===== src/smr_pkg.sv =====
// Purpose: Shared constants and types for the serial mux redriver control block.
// Assumes: One 50 MHz clock; control pins pass a two-flop synchroniser, strap pins are registered once.
// Notes:   Analog conditioning is represented only by decoded control levels.
// How it works
// - Enable low keeps standby: redrivers off, receiver detection idle.
// - Channel one output selector low picks output A, high picks output B.
// - Channel two input selector low picks input A, high picks input B.
// - Deemphasis code 00/01/10/11 gives 0 low swing, 0, 3.5 dB, 6 dB.
// - Deemphasis code 00 puts the output in low-swing mode.
// - Equalization code 0x gives 0 dB, 10 gives 3.5 dB, 11 gives 6 dB.
// - Channel one: one input eq, two output deemphasis; channel two the reverse.
// - Detection starts on enable rising and at power-up with enable high.
// - With enable high, trigger or selector edges restart detection.
// - During detection the device stays in standby with outputs squelched.
// - Detection retries without limit on both channels until a receiver is found on either one.
// - After one channel finds a receiver, the other gets at most 2^16 more tries.
// - A found receiver enables that channel's driver and idle detection.
// - Input below idle threshold squelches the corresponding output.
// - Input above idle threshold turns the output on and redrives.
// - Unconnected selectors read low, giving the A path.
package smr_pkg;
    localparam int unsigned SYNC_STAGES   = 2;
    localparam int unsigned EXTRA_TRIES   = 65536;
    localparam int unsigned TRY_CNT_W     = 17;
    localparam int unsigned ATTEMPT_CYC   = 16;
    localparam logic [1:0]  DE_LOW_SWING  = 2'h0;

    typedef enum logic [1:0] {
        SMR_DE_0DB_LOW,
        SMR_DE_0DB_FULL,
        SMR_DE_3P5DB,
        SMR_DE_6DB
    } smr_deemph_t;

    typedef enum logic [1:0] {
        SMR_EQ_0DB,
        SMR_EQ_3P5DB,
        SMR_EQ_6DB
    } smr_eq_t;

    function automatic smr_deemph_t smr_decode_deemph(input logic [1:0] code);
        smr_deemph_t r;
        unique case (code)
            2'h0: r = SMR_DE_0DB_LOW;
            2'h1: r = SMR_DE_0DB_FULL;
            2'h2: r = SMR_DE_3P5DB;
            default: r = SMR_DE_6DB;
        endcase
        return r;
    endfunction

    function automatic smr_eq_t smr_decode_eq(input logic [1:0] code);
        smr_eq_t r;
        if (!code[1]) begin
            r = SMR_EQ_0DB;
        end else if (!code[0]) begin
            r = SMR_EQ_3P5DB;
        end else begin
            r = SMR_EQ_6DB;
        end
        return r;
    endfunction
endpackage


===== src/smr_sync.sv =====
// Purpose: Multi-bit two-flop synchroniser for the enable, trigger and selector control pins.
// Assumes: Each bit is an independent level.
// Notes:   First stage feeds only the second stage.
`timescale 1ns/1ps
`default_nettype none
module smr_sync
    import smr_pkg::*;
#(
    parameter int unsigned WIDTH = 4
) (
    input  wire logic             sys_clk,
    input  wire logic             reset_n,
    input  wire logic [WIDTH-1:0] async_in,
    output logic      [WIDTH-1:0] sync_out
);
    logic [WIDTH-1:0] meta_ff;
    logic [WIDTH-1:0] stable_ff;

    always_ff @(posedge sys_clk or negedge reset_n) begin
        if (!reset_n) begin
            meta_ff   <= '0;
            stable_ff <= '0;
        end else begin
            meta_ff   <= async_in;
            stable_ff <= meta_ff;
        end
    end

    assign sync_out = stable_ff;
endmodule
`default_nettype wire


===== src/smr_ctrl.sv =====
// Purpose: Standby, path select, strap decode, receiver detection and squelch control.
// Assumes: Analog front ends report receiver presence and idle state as levels.
// Notes:   Each detection attempt lasts ATTEMPT_CYC cycles; rx_present is sampled at its end.
`timescale 1ns/1ps
`default_nettype none
module smr_ctrl
    import smr_pkg::*;
#(
    parameter int unsigned ATTEMPT_CYCLES = ATTEMPT_CYC,
    parameter int unsigned EXTRA_LIMIT    = EXTRA_TRIES
) (
    input  wire logic        sys_clk,
    input  wire logic        reset_n,
    input  wire logic        enable,
    input  wire logic        detect_trigger,
    input  wire logic        ch1_output_path_pick,
    input  wire logic        ch2_input_path_pick,
    input  wire logic        ch1_out_a_deemph_msb,
    input  wire logic        ch1_out_a_deemph_lsb,
    input  wire logic        ch1_out_b_deemph_msb,
    input  wire logic        ch1_out_b_deemph_lsb,
    input  wire logic        ch2_out_deemph_msb,
    input  wire logic        ch2_out_deemph_lsb,
    input  wire logic        ch1_in_eq_msb,
    input  wire logic        ch1_in_eq_lsb,
    input  wire logic        ch2_in_a_eq_msb,
    input  wire logic        ch2_in_a_eq_lsb,
    input  wire logic        ch2_in_b_eq_msb,
    input  wire logic        ch2_in_b_eq_lsb,
    input  wire logic [1:0]  rx_present,
    input  wire logic [1:0]  input_idle,
    output logic             standby,
    output logic             detect_busy,
    output logic [1:0]       rx_found,
    output logic [1:0]       driver_on,
    output logic [1:0]       idle_det_on,
    output logic [1:0]       out_active,
    output logic             ch1_route_b,
    output logic             ch2_route_b,
    output logic [1:0]       ch1_out_a_deemph,
    output logic [1:0]       ch1_out_b_deemph,
    output logic [1:0]       ch2_out_deemph,
    output logic             ch1_out_a_low_swing,
    output logic             ch1_out_b_low_swing,
    output logic             ch2_out_low_swing,
    output logic [1:0]       ch1_in_eq,
    output logic [1:0]       ch2_in_a_eq,
    output logic [1:0]       ch2_in_b_eq
);
    typedef enum logic [1:0] {SMR_OFF, SMR_DETECT, SMR_RUN} smr_state_t;

    logic [3:0]           sync_q;
    logic                 en_s, trig_s, ch1_output_path_pick_s, ch2_input_path_pick_s;
    logic                 en_d_ff, trig_d_ff, ch1_output_path_pick_d_ff, ch2_input_path_pick_d_ff;
    logic                 edge_restart;
    logic                 en_rise;
    smr_state_t           state_ff;
    logic [1:0]           found_ff;
    logic [15:0]          slot_cnt_ff;
    logic [TRY_CNT_W-1:0] extra_cnt_ff;
    logic                 slot_end;
    logic [1:0]           nxt_found;

    smr_sync #(.WIDTH(4)) u_sync (
        .sys_clk  (sys_clk),
        .reset_n  (reset_n),
        .async_in ({enable, detect_trigger, ch1_output_path_pick, ch2_input_path_pick}),
        .sync_out (sync_q)
    );
    assign {en_s, trig_s, ch1_output_path_pick_s, ch2_input_path_pick_s} = sync_q;

    // Delayed copies start at zero so enable already high at power-up reads as a rise.
    always_ff @(posedge sys_clk or negedge reset_n) begin
        if (!reset_n) begin
            en_d_ff   <= 1'b0;
            trig_d_ff <= 1'b0;
            ch1_output_path_pick_d_ff <= 1'b0;
            ch2_input_path_pick_d_ff <= 1'b0;
        end else begin
            en_d_ff   <= en_s;
            trig_d_ff <= trig_s;
            ch1_output_path_pick_d_ff <= ch1_output_path_pick_s;
            ch2_input_path_pick_d_ff <= ch2_input_path_pick_s;
        end
    end

    assign en_rise      = en_s && !en_d_ff;
    assign edge_restart = en_s && ((trig_s ^ trig_d_ff) || (ch1_output_path_pick_s ^ ch1_output_path_pick_d_ff)
                                   || (ch2_input_path_pick_s ^ ch2_input_path_pick_d_ff));
    assign slot_end     = (slot_cnt_ff == 16'(ATTEMPT_CYCLES - 1));

    always_comb begin
        nxt_found = found_ff;
        if (slot_end) begin
            nxt_found = found_ff | rx_present;
        end
    end

    // The extra-try limit only applies once a channel was found before this attempt,
    // so a first find with a tiny limit never ends detection with zero extra tries.
    always_ff @(posedge sys_clk or negedge reset_n) begin
        if (!reset_n) begin
            state_ff <= SMR_OFF;
        end else if (!en_s) begin
            state_ff <= SMR_OFF;
        end else if (en_rise || edge_restart) begin
            state_ff <= SMR_DETECT;
        end else if (state_ff == SMR_DETECT && slot_end
                     && (nxt_found == 2'h3
                         || (found_ff != 2'h0
                             && extra_cnt_ff == TRY_CNT_W'(EXTRA_LIMIT - 1)))) begin
            state_ff <= SMR_RUN;
        end
    end

    // Found flags clear only on a restart or while enable is low, so a channel once seen is not probed again.
    always_ff @(posedge sys_clk or negedge reset_n) begin
        if (!reset_n) begin
            found_ff     <= 2'h0;
            slot_cnt_ff  <= 16'h0;
            extra_cnt_ff <= '0;
        end else if (state_ff != SMR_DETECT || en_rise || edge_restart || !en_s) begin
            if (!en_s || en_rise || edge_restart) begin
                found_ff <= 2'h0;
            end
            slot_cnt_ff  <= 16'h0;
            extra_cnt_ff <= '0;
        end else begin
            slot_cnt_ff <= slot_end ? 16'h0 : slot_cnt_ff + 16'h1;
            if (slot_end) begin
                found_ff <= nxt_found;
                if (found_ff != 2'h0) begin
                    extra_cnt_ff <= extra_cnt_ff + TRY_CNT_W'(1);
                end
            end
        end
    end

    assign standby     = (state_ff != SMR_RUN);
    assign detect_busy = (state_ff == SMR_DETECT);
    assign rx_found    = found_ff;
    assign driver_on   = (state_ff == SMR_RUN) ? found_ff : 2'h0;
    assign idle_det_on = driver_on;
    assign out_active  = driver_on & ~input_idle;
    assign ch1_route_b = ch1_output_path_pick_s;
    assign ch2_route_b = ch2_input_path_pick_s;

    // Straps are decoded continuously; they only matter while the drivers are on.
    always_ff @(posedge sys_clk or negedge reset_n) begin
        if (!reset_n) begin
            ch1_out_a_deemph <= 2'h0;
            ch1_out_b_deemph <= 2'h0;
            ch2_out_deemph   <= 2'h0;
            ch1_in_eq        <= 2'h0;
            ch2_in_a_eq      <= 2'h0;
            ch2_in_b_eq      <= 2'h0;
        end else begin
            ch1_out_a_deemph <= smr_decode_deemph({ch1_out_a_deemph_msb,
                                                   ch1_out_a_deemph_lsb});
            ch1_out_b_deemph <= smr_decode_deemph({ch1_out_b_deemph_msb,
                                                   ch1_out_b_deemph_lsb});
            ch2_out_deemph   <= smr_decode_deemph({ch2_out_deemph_msb,
                                                   ch2_out_deemph_lsb});
            ch1_in_eq   <= smr_decode_eq({ch1_in_eq_msb, ch1_in_eq_lsb});
            ch2_in_a_eq <= smr_decode_eq({ch2_in_a_eq_msb, ch2_in_a_eq_lsb});
            ch2_in_b_eq <= smr_decode_eq({ch2_in_b_eq_msb, ch2_in_b_eq_lsb});
        end
    end

    assign ch1_out_a_low_swing = (ch1_out_a_deemph == DE_LOW_SWING);
    assign ch1_out_b_low_swing = (ch1_out_b_deemph == DE_LOW_SWING);
    assign ch2_out_low_swing   = (ch2_out_deemph == DE_LOW_SWING);

    // Checks read the synchronised pins, so they see the same view as the logic.
    // Route and strap checks look back at the raw pins to catch a wrong pipeline depth.
    chk_off_standby: assert property (@(posedge sys_clk) disable iff (!reset_n)
        !en_s |=> standby && driver_on == 2'h0)
        else $error("standby not held");
    chk_drop_clears: assert property (@(posedge sys_clk) disable iff (!reset_n)
        !en_s |=> rx_found == 2'h0)
        else $error("found flags kept in standby");
    chk_detect_squelch: assert property (@(posedge sys_clk) disable iff (!reset_n)
        detect_busy |-> standby && out_active == 2'h0)
        else $error("not squelched");
    chk_restart_edge: assert property (@(posedge sys_clk) disable iff (!reset_n)
        (en_s && $changed(trig_s)) |=> detect_busy)
        else $error("no restart");
    chk_sel_restart: assert property (@(posedge sys_clk) disable iff (!reset_n)
        (en_s && ($changed(ch1_output_path_pick_s) || $changed(ch2_input_path_pick_s))) |=> detect_busy)
        else $error("no restart on selector");
    chk_enable_rise: assert property (@(posedge sys_clk) disable iff (!reset_n)
        $rose(en_s) |=> detect_busy)
        else $error("no detect on enable");
    chk_retry_no_rx: assert property (@(posedge sys_clk) disable iff (!reset_n)
        (detect_busy && en_s && found_ff == 2'h0 && rx_present == 2'h0) |=> detect_busy)
        else $error("detection gave up");
    chk_extra_bound: assert property (@(posedge sys_clk) disable iff (!reset_n)
        detect_busy |-> extra_cnt_ff < TRY_CNT_W'(EXTRA_LIMIT))
        else $error("too many extra tries");
    chk_idle_squelch: assert property (@(posedge sys_clk) disable iff (!reset_n)
        (input_idle[0] || !driver_on[0]) |-> !out_active[0])
        else $error("idle out");
    chk_redrive_on: assert property (@(posedge sys_clk) disable iff (!reset_n)
        (driver_on[1] && !input_idle[1]) |-> out_active[1])
        else $error("not on");
    chk_route_select: assert property (@(posedge sys_clk) disable iff (!reset_n)
        ch1_route_b == $past(ch1_output_path_pick, 2)
        && ch2_route_b == $past(ch2_input_path_pick, 2))
        else $error("route");
    chk_run_needs_rx: assert property (@(posedge sys_clk) disable iff (!reset_n)
        (state_ff == SMR_RUN) |-> found_ff != 2'h0)
        else $error("run without rx");
    chk_found_drives: assert property (@(posedge sys_clk) disable iff (!reset_n)
        (detect_busy && en_s && !edge_restart && slot_end && rx_present == 2'h3)
        |=> driver_on == 2'h3)
        else $error("found receiver not driven");
    chk_low_swing: assert property (@(posedge sys_clk) disable iff (!reset_n)
        $past({ch2_out_deemph_msb, ch2_out_deemph_lsb}) == 2'h0 |-> ch2_out_low_swing)
        else $error("low swing");
    chk_deemph_decode: assert property (@(posedge sys_clk) disable iff (!reset_n)
        $past({ch1_out_a_deemph_msb, ch1_out_a_deemph_lsb}) == 2'h3
        |-> ch1_out_a_deemph == SMR_DE_6DB)
        else $error("deemphasis decode");
    chk_eq_decode: assert property (@(posedge sys_clk) disable iff (!reset_n)
        $past({ch1_in_eq_msb, ch1_in_eq_lsb}) == 2'h2 |-> ch1_in_eq == SMR_EQ_3P5DB)
        else $error("eq decode");
endmodule
`default_nettype wire


===== config.mk =====
export PLATFORM = sky130hd
export DESIGN_NAME = smr_ctrl
export DESIGN_NICKNAME = d
export VERILOG_FILES = /design/src/smr_pkg.sv /design/src/smr_sync.sv /design/src/smr_ctrl.sv
export SDC_FILE = /design/constraint.sdc
export NUM_CORES = 1
export LEC_CHECK = 0
export BUFFER_PORTS_ARGS = -buffer_cell sky130_fd_sc_hd__buf_2
export CORE_ASPECT_RATIO = 0.7
export CORE_MARGIN = 3
export CORE_UTILIZATION = 60
export CTS_BUF_LIST = sky130_fd_sc_hd__clkbuf_4
export CTS_CLUSTER_DIAMETER = 80
export DETAILED_ROUTE_END_ITERATION = 16
export PLACE_DENSITY = 0.95
export REMOVE_ABC_BUFFERS = 1
export SLEW_MARGIN = 40
export SYNTH_ARGS = -nofsm -noshare
export SYNTH_HDL_FRONTEND = slang
export SYNTH_HIERARCHICAL = 1
export SYNTH_SLANG_ARGS = --single-unit
export TNS_END_PERCENT = 50

===== constraint.sdc =====
create_clock -name sys_clk -period 4.65 [get_ports sys_clk]
set_input_delay 0.93 -clock sys_clk [delete_from_list [all_inputs] [get_ports sys_clk]]
set_output_delay 0.93 -clock sys_clk [all_outputs]
set_load 0.05 [all_outputs]

# Yosys cells after proc, flatten, opt, wreduce, memory -nomap -nowiden

Cells that the tools add are included.

Input bits: 22
Logic and storage cells: 88
Register bits: 61

Bitwise logic cells: 6
Add/sub/neg operators: 2
Reduce and logical (&&, ||, !) cells: 27
Equality and inequality tests: 15
Mux-type cells: 22

Operator list:

| kind                                                              | count |
|---|---|
| 17-bit 2-to-1 mux                                                 | 3 |
| 16-bit 2-to-1 mux                                                 | 2 |
| 2-bit 2-to-1 mux                                                  | 14 |
| 2-bit case mux with 3 select lines                                | 3 |
| 17-bit by 1-bit adder with 17-bit output, second input constant   | 1 |
| 17-bit by 16-bit == test with 1-bit output, second input constant | 1 |
| 16-bit by 1-bit adder with 16-bit output, second input constant   | 1 |
| 16-bit by 4-bit == test with 1-bit output, second input constant  | 1 |
| 2-bit logical NOT                                                 | 6 |
| 2-bit == test, second input constant                              | 5 |
| 1-bit logical OR                                                  | 9 |
| 2-bit by 1-bit == test with 1-bit output, second input constant   | 4 |
| 2-bit nonzero test                                                | 3 |
| 1-bit logical AND                                                 | 5 |
| 2-bit by 1-bit != test with 1-bit output, second input constant   | 2 |
| 2-bit AND reduction                                               | 2 |
| 3-bit != test, second input constant                              | 1 |
| 1-bit XOR                                                         | 3 |
| 2-bit bitwise AND                                                 | 1 |
| 1-bit logical NOT                                                 | 2 |
| 2-bit != test, second input constant                              | 1 |
| 2-bit inverter                                                    | 1 |
| 2-bit bitwise OR                                                  | 1 |

# Logic depth before layout (Yosys ltp)

Gate-level depths: netlist (run 1).

Depth in word-level cells: 8
Mapped depth: 8
Depth with buffers taken out: 8

# Modules after synthesis

The synthesis (run 1) kept the hierarchy.

By module, submodules not included:

| module   | instances | cells each | area an instance (um^2) |
|---|---|---|---|
| smr_ctrl | 1         | 246        | 2501.1 |
| smr_sync | 1         | 8          | 200.2 |

# Least setup slack after synthesis (run 1)

Ideal clock, no wire load.

Path type: register -> output
From: register found_ff[1], in the netlist rx_found[1]
To: output port out_active[1]
Stages on the path, launching flop included: 3
Arrival: 2.016 ns
Path buffers: 0
Path slack: 1.704 ns
Cell sequence: dfrtp_1 -> and2_1 -> nor2b_1

Cells in the longest elaborated chain, start to end: 2

RTL lines:

| item                     | RTL line        | text |
|---|---|---|
| start: declaration       | smr_ctrl.sv:58  | `logic [1:0] found_ff;` |
| start signal: assignment | smr_ctrl.sv:131 | `found_ff <= nxt_found;` |
| 2-bit 2-to-1 mux         | smr_ctrl.sv:142 | `assign driver_on = (state_ff == SMR_RUN) ? found_ff : 2'h0;` |
| named net driver_on[1]   | smr_ctrl.sv:35  | `output logic [1:0] driver_on,` |
| 2-bit bitwise AND        | smr_ctrl.sv:144 | `assign out_active = driver_on & ~input_idle;` |
| end: declaration         | smr_ctrl.sv:37  | `output logic [1:0] out_active,` |

The timed path passes the listed nets, and every way through them passes these cells.

# Final worst setup path (run 1)

From: register state_ff[1]
To: output port out_active[1]

Cells in the longest elaborated chain, start to end: 3

RTL lines:

| item                     | RTL line        | text |
|---|---|---|
| start: declaration       | smr_ctrl.sv:57  | `smr_state_t state_ff;` |
| start signal: assignment | smr_ctrl.sv:103 | `state_ff <= SMR_OFF;` |
| start signal: assignment | smr_ctrl.sv:105 | `state_ff <= SMR_OFF;` |
| start signal: assignment | smr_ctrl.sv:107 | `state_ff <= SMR_DETECT;` |
| 2-bit == test            | smr_ctrl.sv:142 |  |
| 2-bit 2-to-1 mux         | smr_ctrl.sv:142 |  |
| 2-bit bitwise AND        | smr_ctrl.sv:144 |  |

No other way between the ends.

==> results.md, run 1 <==
- Rows: 19
- Final Hold Fails: 0
- Gate Count Post-Synth: 254
- Post_cts resized: 0
- Post-Syn Area per Cell: roughly 11 sq um
- RD Place Congestion: between 0.8 and 0.9
- Vias: between 2000 and 2500
- Peak VDD IR: 322 uV
- Setup Crit Path Kind: reg -> out
- Setup bufs post-CTS: 0
- Synthesis-to-finish area growth: 15.1%
- Final std cells w/o fill: 357
- First drt pass iteration count: 4
- Tmin final: 2.56 ns
- Slew of the pin with the lowest slew margin: 0.636 ns
- Die height: between 60 and 70 um
- Worst path max stage delay: 0.42 ns
- Total CTS buffers: 9
- GRT overflow: 0
- CP endpoint kind: output port
- Most common cell on crit path: nor2b_1
- I/O Buffers: 48
- P per Cell Area: 323 mW/mm^2
- Max Cap Viol: 0
- Fill count: 271
- Outcome: finished clean
- # DRC: 0
- Fin. max-slew vios: 0
- First-pass GRT wire length: approximately 10000 um
- LEAKAGE: 1.32 nW
- Max H-tree Level: 3
- Largest net degree at the start of global routing: 36
- Clock transition at path regs: 0.12 ns
- N_diodes: 0
- Initial core utilization: 65.7%
- CP max FO: 4
- Synthesized area: 0.00270 sq mm
- Layout Skew: 0.0141 ns
- Die Wd: approximately 86 um
- Core Area: ~0.0041 sq mm
- Vias in the first global route: ~2200
- Critical Path AT: ~1.6 ns
- Hold buffers post-CTS: 0
- Final setup viols: 0
- Max Clk Rate: 391 MHz
- CTS root buffer: clkbuf_4
- Hold Crit Class: reg -> reg
- Slew margin rel.: between 50% and 60%
- Placed Area: 0.00296 sq mm
- Dpl cells: 341
- Routed len/inst: around 16 um
- Critical Path RT: roughly 3.7 ns
- Setup TNS: 0 ns
- Sequential area share after synthesis: 56.5%
- Post-Route WL: roughly 5800 um
- RSZ-0062 raised after global routing: false
- CTS sink count: just over 60
- Clk Latency, worst-skew pair: 0.40 ns
- Overall Power: 1.00 mW
- Initial antenna violation count: 0
- Final nets: 325
- Layout cells sized above 1: 24.6%
- Vias per inst: slightly below 6
- # IOs: 49
- Dpl hpwl: 4030 um
- Worst-path cell chain: nor2b_1, and2_1, nor2b_1, buf_2
- Synthesis Warnings: 6
- Max Buffers Root-to-Sink: 2
- #FFs+latches synth: 61
- GRT Resource Usage Total: 24.6%
- DR iter-0 viols: ~190
- Layout Utilization: 75.6%
- Crit share post-route: a little over half
- Die ar.: 0.00536 sq mm
- Post-DRT Antenna Nets: 0
- CTS tree: done
- CP Launch Type: register
- Synth cell types: 34
- Slowest CP cell: dfrtp_1
- Post-route cell area: 0.00311 sq mm
[kinds of logic (layout without fill, tap and decap cells)]
logic type | count (synthesis) | after routing | synth area share (%)
XOR/XNOR | 18 | 18 | 5.84
AND/OR/NAND/NOR | 111 | 111 | 23.7
adder cells (fa/ha/maj) | 3 | 3 | 1.39
flip-flops | 61 | 61 | 56.5
buffers and inverters | 23 | 74 | 3.47
AO/OA/AOI/OAI | 36 | 36 | 8.38
multiplexers | 2 | 2 | 0.741
[state kept, by name (all words and copies together) (netlist names), 4 cells and up]
register and cells:
extra_cnt_ff 17, slot_cnt_ff 16, u_sync/meta_ff 4, u_sync/sync_out 4
[path summary, 6_finish.rpt]
| path | from | endpoint | slack, ns | depth (start not counted) |
|---|---|---|---|---|
| max reg2reg | slot_cnt_ff[11] | extra_cnt_ff[13] | 2.14 | 5 |
| min in group asynchronous | reset_n | extra_cnt_ff[14] | 0.52 | 1 |
| min reg2reg | u_sync/meta_ff[0] | u_sync/sync_out[0] | 0.36 | 0 |
| max in group asynchronous | reset_n | extra_cnt_ff[3] | 3.28 | 2 |
| max | state_ff[1] | out_active[1] | 2.09 | 4 |
| min | u_sync/meta_ff[0] | u_sync/sync_out[0] | 0.36 | 0 |
[worst max-delay path, delay by kind of cell (launching register included)]
| family | cells | cell delay, ns |
|---|---|---|
| buffers and inverters | 1 | 0.27 |
| AND/OR/NAND/NOR | 3 | 0.54 |
| flip-flops | 1 | 0.42 |
[layout make-up]
| cell class | count | area [sq um] | share of cell area (%) |
|---|---|---|---|
| Inverter | 8 | 30.0 | 0.966 |
| Clock inverter | 7 | 80.1 | 2.58 |
| Tap cell | 52 | 65.1 | 2.09 |
| Clock buffer | 9 | 67.6 | 2.17 |
| Timing Repair Buffer | 50 | 259 | 8.33 |
| Multi-Input combinational cell | 170 | 1080 | 34.8 |
| Sequential cell | 61 | 1530 | 49.1 |
[placed cells by master, fill, tap and decap left out, drive strengths merged, types with 3 or more instances in the layout]
cell type,n
dfrtp,61
buf,50
nor2,27
xnor2,16
a21oi,15
nand3,13
inv,12
o31ai,11
or4,11
nand2,10
clkbuf,9
nand4,9
nor2b,8
and2,8
nor4,8
o21ai,5
nor3,4
and4,4
or3,4
ha,3
[cells in the mapped netlist]
cell / count / area share [%]
a32o_1: 2 / 0.74
buf_4: 2 / 0.56
nor2b_1: 8 / 1.9
ha_1: 3 / 1.4
nor2_1: 27 / 3.8
nand4_1: 8 / 1.9
o2111a_1: 1 / 0.42
nor4_2: 3 / 1.4
xnor2_1: 16 / 5.2
o21ai_0: 5 / 0.93
clkbuf_1: 13 / 1.8
nand3_1: 13 / 2.4
a21oi_1: 15 / 2.8
nand2_1: 10 / 1.4
nand3b_1: 2 / 0.56
nor3_1: 4 / 0.74
inv_1: 8 / 1.1
or3_1: 2 / 0.46
or4_4: 1 / 0.42
a31oi_1: 2 / 0.46
nand4_2: 1 / 0.46
dfrtp_1: 61 / 57
xor2_1: 2 / 0.65
mux2i_1: 2 / 0.74
and3_1: 2 / 0.46
and2_1: 7 / 1.6
or4_1: 10 / 2.8
and4_1: 3 / 0.97
o31ai_1: 11 / 3.1
and4_2: 1 / 0.37
or3_2: 2 / 0.56
and2_0: 1 / 0.23
or2_2: 1 / 0.23
nor4_1: 5 / 1.2
[layer usage]
metal	vias to the layer above	track usage, %	wire (um)
li1	997	-	-
met1	1045	30.5	2350
met2	77	39.2	2950
met3	4	10.4	410
met4	0	7.78	42
met5	-	0	0
[through the flow]
step,setup WS [ns],hold slack (ns)
final,2.09,0.364
after global routing,1.94,0.384
after CTS,2.07,0.368
after detailed placement,2.19,0.339
after global placement,2.05,0.332
after floorplan,1.37,0.331
[where the power goes]
group / switching, mW / internal, mW / leakage, nW
logic: 0.0524 / 0.0174 / 0.442
registers: 0.00592 / 0.541 / 0.802
clock network: 0.214 / 0.172 / 0.0792
(Power assumes the default switching activity.)
==> run 2: changes to the inputs <==
CORE_UTILIZATION = 52   (was 60)
PLACE_DENSITY = 0.89   (was 0.95)
clock period = 2.3 ns   (was 4.65 ns; I/O delays follow)
==> results.md, run 2 (same netlist as run 1, synthesis figures left out) <==
- Initial antenna violation count: 0 (unchanged)
- Critical Path AT: 2.39 ns (was 1.63 ns)
- Critical Path RT: 2.65 ns (was 3.72 ns)
- GRT overflow: 0 (unchanged)
- Vias: 2094 (was 2123)
- Synthesis-to-finish area growth: 16.1% (was 15.1%)
- Layout Skew: 0.0158 ns (was 0.0141 ns)
- Post_cts resized: 0 (unchanged)
- Final Hold Fails: 0 (unchanged)
- Most frequent cells in the layout: dfrtp_1, buf_2, nor2_1, xnor2_1, a21oi_1 (unchanged)
- Slew margin rel.: 60.3% (was 57.4%)
- Crit share post-route: between 80% and 90%
- RSZ-0062 raised after global routing: false (unchanged)
- Worst-path cell chain: nand4_2, or4_4, nor2_1, ha_1, a21oi_1, o21ai_0, a31oi_1, nor2b_1 (was nor2b_1, and2_1, nor2b_1, buf_2)
- Final nets: 327 (was 325)
- # IOs: 49 (unchanged)
- P per Cell Area: 639 mW/mm^2 (was 323 mW/mm^2)
- Layout Utilization: 64.2% (was 75.6%)
- GR peak layer: met2 (unchanged)
- Die ar.: 0.00611 sq mm (was 0.00536 sq mm)
- Vias per inst: 5.57 (was 5.95)
- First-pass GRT wire length: 9140 um (was 10300 um)
- Dpl hpwl: 4060 um (was 4030 um)
- DR iter-0 viols: 102 (was 191)
- # DRC: 0 (unchanged)
- Initial core utilization: 55.3% (was 65.7%)
- First drt pass iteration count: 5 (was 4)
- Post-DRT Antenna Nets: 0 (unchanged)
- Fin. max-slew vios: 0 (unchanged)
- LEAKAGE: 1.32 nW (about the same)
- Final std cells w/o fill: 376 (was 357)
- Core Area: 0.00489 sq mm (was 0.00411 sq mm)
- Clk Latency, worst-skew pair: 0.42 ns (was 0.40 ns)
- Clock transition at path regs: 0.11 ns (was 0.12 ns)
- Rows: 21 (was 19)
- GRT Resource Usage Total: 20.0% (was 24.6%)
- Max Clk Rate: 489 MHz
- CTS tree: done (unchanged)
- Vias in the first global route: 2025 (was 2193)
- Max Buffers Root-to-Sink: 2 (unchanged)
- R2r setup slk: 0.26 ns (was 2.14 ns)
- Hold buffers post-CTS: 0 (unchanged)
- Dpl cells: 360 (was 341)
- N_diodes: 0 (unchanged)
- Largest net degree at the start of global routing: 30 (was 36)
- Met2 usage: 31.8% (was 39.2%)
- Final hold slack: 0.0172 ns (was 0.364 ns)
- RD Place Congestion: 0.822 (was 0.814)
- Top delay family on crit path: simple AND/OR/NAND/NOR gates (unchanged)
- Total CTS buffers: 9 (unchanged)
- Setup bufs post-CTS: 0 (unchanged)
- Post-Route WL: 5550 um (was 5760 um)
- Slowest CP cell: or4_4 (was dfrtp_1)
- Setup Crit Path Kind: reg -> reg (was reg -> out)
- Largest register FFs: 17 (unchanged)
- CTS sink count: 61 (unchanged)
- Final setup viols: 0 (unchanged)
- I/O Buffers: 48 (unchanged)
- Peak VDD IR: 472 uV (was 322 uV)
- Slew of the pin with the lowest slew margin: 0.593 ns (was 0.636 ns)
- CP endpoint kind: register (was output port)
- Met3 usage: 7.85% (was 10.4%)
- Max Cap Viol: 0 (unchanged)
- Routed len/inst: 14.8 um (was 16.1 um)
- Reg with most FFs: extra_cnt_ff (unchanged)
- Die height: 66.3 um (was 62.1 um)
- Layout cells sized above 1: 24.8% (was 24.6%)
- Fill count: 396 (was 271)
- Die Wd: 92.1 um (was 86.2 um)
- Worst path max stage delay: 0.55 ns (was 0.42 ns)
- Met1 Usage GRT: 23.7% (was 30.5%)
- CP Launch Type: register (unchanged)
- Outcome: finished clean (unchanged)
- Commonest non-fill, non-tap cell in the layout: dfrtp_1 (unchanged)
- CP Buf/Inv Count: 0 (was 1)
- Tmin final: 2.04 ns
- Biggest regs: extra_cnt_ff (17), slot_cnt_ff (16) (unchanged)
- CTS root buffer: clkbuf_4 (unchanged)
- Max H-tree Level: 3 (unchanged)
- Hold Crit Class: in -> async (was reg -> reg)
- CP max FO: 6 (was 4)
[run 2: where the power goes]
part | switching [mW] | leakage [nW] | internal (mW)
combinational | 0.106 | 0.449 | 0.0365
clock | 0.422 | 0.0702 | 0.334
sequential | 0.0109 | 0.802 | 1.09
total | 0.539 | 1.32 | 1.46
[run 2: final timing paths]
check | startpoint | end | depth (start not counted)
worst max-delay path | extra_cnt_ff[4] | state_ff[1] | 8
worst min-delay path | reset_n | slot_cnt_ff[6] | 1
worst max register to register | extra_cnt_ff[4] | state_ff[1] | 8
worst min register to register | u_sync/meta_ff[3] | u_sync/sync_out[3] | 0
max in group asynchronous | reset_n | ch2_out_deemph[1] | 2
min in group sys_clk | ch1_out_a_deemph_msb | ch1_out_a_deemph[1] | 1
[run 2: worst reg2reg max path, stage by stage (launching register included)]
cell and delay, ns:
dfrtp_1 0.45, nand4_2 0.16, or4_4 0.55, nor2_1 0.13, ha_1 0.18, a21oi_1 0.06
o21ai_0 0.23, a31oi_1 0.11, nor2b_1 0.11
[run 2: cell type report]
cell class / count / area (sq um) / area share (%)
clock buffers: 9 / 67.6 / 2.15
flip-flops and latches: 61 / 1530 / 48.7
multi-input cells: 170 / 1080 / 34.5
repair buffers: 52 / 270 / 8.62
clock inverters: 7 / 75.1 / 2.39
well taps: 69 / 86.3 / 2.75
inverters: 8 / 30.0 / 0.957
[run 2: routing by layer]
layer / vias to the layer above / wire [um]
li1: 1001 / -
met2: 64 / 2720
met5: - / 0
met4: 0 / 112
met3: 12 / 410
met1: 1017 / 2310
[run 2: per-stage QoR]
stage | power [mW] | setup TNS, ns | cell area [sq um] | setup WS (ns)
after floorplan | 1.20 | -1.68 | 2640 | -0.508
after global placement | 1.27 | 0 | 2990 | 0.351
after detailed placement | 1.27 | 0 | 2990 | 0.255
after CTS | 2.02 | 0 | 3140 | 0.252
after global routing | 2.09 | 0 | 3140 | 0.0694
final | 2.00 | 0 | 3140 | 0.256
==> run 3: changes to the inputs <==
CORE_UTILIZATION = 57   (was 52)
PLACE_DENSITY = 0.92   (was 0.89)
clock period = 2 ns   (was 2.3 ns; I/O delays follow)
==> results.md, run 3 (same netlist as run 1, synthesis figures left out) <==
- Most frequent cells in the layout: dfrtp_1, buf_2, nor2_1, buf_4, xnor2_1 (was dfrtp_1, buf_2, nor2_1, xnor2_1, a21oi_1)
- Die Wd: 88.3 um (was 92.1 um)
- Commonest non-fill, non-tap cell in the layout: dfrtp_1 (unchanged)
- # IOs: 49 (unchanged)
- Biggest regs: extra_cnt_ff (17), slot_cnt_ff (16) (unchanged)
- Fill count: 263 (was 396)
- DR iter-0 viols: 372 (was 102)
- Setup TNS: -0.208 ns (was 0 ns)
- Overall Power: 2.65 mW (was 2.00 mW)
- Max Cap Viol: 0 (unchanged)
- Final setup viols: 4 (was 0)
- Top delay family on crit path: simple AND/OR/NAND/NOR gates (unchanged)
- Worst setup margin: -0.0524 ns (was 0.256 ns)
- Final Hold Fails: 0 (unchanged)
- Failing checks: setup timing
- Reg with most FFs: extra_cnt_ff (unchanged)
- Hold Crit Class: in -> reg (was in -> async)
- LEAKAGE: 1.50 nW (was 1.32 nW)
- CTS tree: done (unchanged)
- First drt pass iteration count: 5 (unchanged)
- CP Buf/Inv Count: 1 (was 0)
- Rows: 20 (was 21)
- Final nets: 349 (was 327)
- Crit share post-route: 103% (was 88.9%)
- Post-Route WL: 6930 um (was 5550 um)
- Layout Skew: 0.0153 ns (was 0.0158 ns)
- Initial antenna violation count: 0 (unchanged)
- Core Area: 0.00445 sq mm (was 0.00489 sq mm)
- Register area: 0.00153 sq mm (unchanged)
- Vias: 2369 (was 2094)
- Die height: 63.6 um (was 66.3 um)
- Largest register FFs: 17 (unchanged)
- Peak VDD IR: 457 uV (was 472 uV)
- Dpl hpwl: 3960 um (was 4060 um)
- Largest net degree at the start of global routing: 62 (was 30)
- Clk Latency, worst-skew pair: 0.40 ns (was 0.42 ns)
- Vias per inst: 6.17 (was 5.57)
- RD Place Congestion: 0.839 (was 0.822)
- RSZ-0062 raised after global routing: true (was false)
- Area of the multi-input gates: 0.00113 sq mm (was 0.00108 sq mm)
- Setup Crit Path Kind: reg -> reg (unchanged)
- CP endpoint kind: register (unchanged)
- Layout cells sized above 1: 31.3% (was 24.8%)
- Post-DRT Antenna Nets: 0 (unchanged)
- Max H-tree Level: 3 (unchanged)
- Initial core utilization: 60.6% (was 55.3%)
- Worst path max stage delay: 0.54 ns (was 0.55 ns)
- Fin. max-slew vios: 0 (unchanged)
- CP Launch Type: register (unchanged)
- Synthesis-to-finish area growth: 26.9% (was 16.1%)
- CTS root buffer: clkbuf_4 (unchanged)
- Dpl cells: 357 (was 360)
- Final hold slack: 0.0918 ns (was 0.0172 ns)
- Critical Path RT: 2.32 ns (was 2.65 ns)
- Worst-path cell chain: nor4_4, nand4_1, buf_6, or4_1, a21oi_1 (was nand4_2, or4_4, nor2_1, ha_1, a21oi_1, o21ai_0, a31oi_1, nor2b_1)
- Routed len/inst: 18.1 um (was 14.8 um)
- Clock transition at path regs: 0.11 ns (about the same)
- Outcome: finished, violations left (was finished clean)
- I/O Buffers: 48 (unchanged)
- GRT Resource Usage Total: 24.7% (was 20.0%)
- Final std cells w/o fill: 384 (was 376)
- Max Clk Rate: 487 MHz (was 489 MHz)
- Slew margin rel.: 54.9% (was 60.3%)
- Die ar.: 0.00561 sq mm (was 0.00611 sq mm)
- CP max FO: 29 (was 6)
- # DRC: 0 (unchanged)
- Total CTS buffers: 9 (unchanged)
- GRT overflow: 0 (unchanged)
- First-pass GRT wire length: 10600 um (was 9140 um)
- Slew of the pin with the lowest slew margin: 0.676 ns (was 0.593 ns)
- Vias in the first global route: 2207 (was 2025)
- Max Buffers Root-to-Sink: 2 (unchanged)
- CTS sink count: 61 (unchanged)
- Critical Path AT: 2.37 ns (was 2.39 ns)
- P per Cell Area: 774 mW/mm^2 (was 639 mW/mm^2)
- Tmin final: 2.05 ns (was 2.04 ns)
- Post-placement setup slack: 0.00118 ns (was 0.255 ns)
- N_diodes: 0 (unchanged)
- Slowest CP cell: or4_1 (was or4_4)
==> run 3: cell count changes in the layout (fill, tap and decap cells not counted), sizes merged <==
cell / change
clkbuf: +1
dlygate4sd3: +1
bufinv: +3
buf: +20
inv: -1
clkinvlp: -2
==> run 3: area by class of cell <==
cell class	instances	share of cell area (%)
Timing Repair Buffer	74	13.5
Clock buffer	9	1.97
Sequential cell	61	44.5
Tap cell	55	2.01
Multi-Input combinational cell	170	33.1
Inverter	8	0.876
Clock inverter	7	4.01
==> run 3: power by group <==
part | switching [mW] | leakage [nW] | total (mW) | internal (mW)
clock network | 0.457 | 0.108 | 1.21 | 0.755
logic | 0.124 | 0.594 | 0.169 | 0.0450
registers | 0.0138 | 0.802 | 1.27 | 1.26
==> run 3: per-layer routing <==
layer / global-route usage (%) / part of all wire [%]
met5: 0 / 0
met4: 8.87 / 3.2
met3: 5.62 / 7.9
met2: 40.8 / 49
met1: 31.7 / 40
==> run 3: worst register-to-register path, cell delays in order (launching register included) <==
cell	delay (ns)
dfrtp_1	0.46
nor4_4	0.38
nand4_1	0.19
buf_6	0.22
or4_1	0.54
a21oi_1	0.18
==> run 3: stage by stage <==
stage,utilization [%],cell area (sq um)
finish,77.0,3430
global route,77.0,3430
CTS,75.0,3340
detailed placement,69.0,3070
global placement,69.0,3070
floorplan,-,2640
==> run 3: timing repair <==
| item | 4_1_cts | 5_1_grt |
|---|---|---|
| pin swaps | 0 | 5 |
| cloned | 0 | 0 |
| gates resized for setup | 6 | 10 |
| endpoints found under the hold margin | 26 | 0 |
| endpoints found under the setup margin | 2 | 11 |
| buffers inserted | 3 | 7 |
| hold buffers | 1 | 0 |
==> run 3: worst paths after layout <==
check | start | end | slack (ns) | cells after the start
setup reg to reg | slot_cnt_ff[5] | extra_cnt_ff[13] | -0.05 | 5
max in group asynchronous | reset_n | extra_cnt_ff[6] | 1.21 | 3
min in group asynchronous | reset_n | extra_cnt_ff[13] | 0.52 | 3
setup / recovery | slot_cnt_ff[5] | extra_cnt_ff[13] | -0.05 | 5
hold reg to reg | u_sync/meta_ff[2] | u_sync/sync_out[2] | 0.36 | 0
hold / removal | enable | u_sync/meta_ff[3] | 0.09 | 1
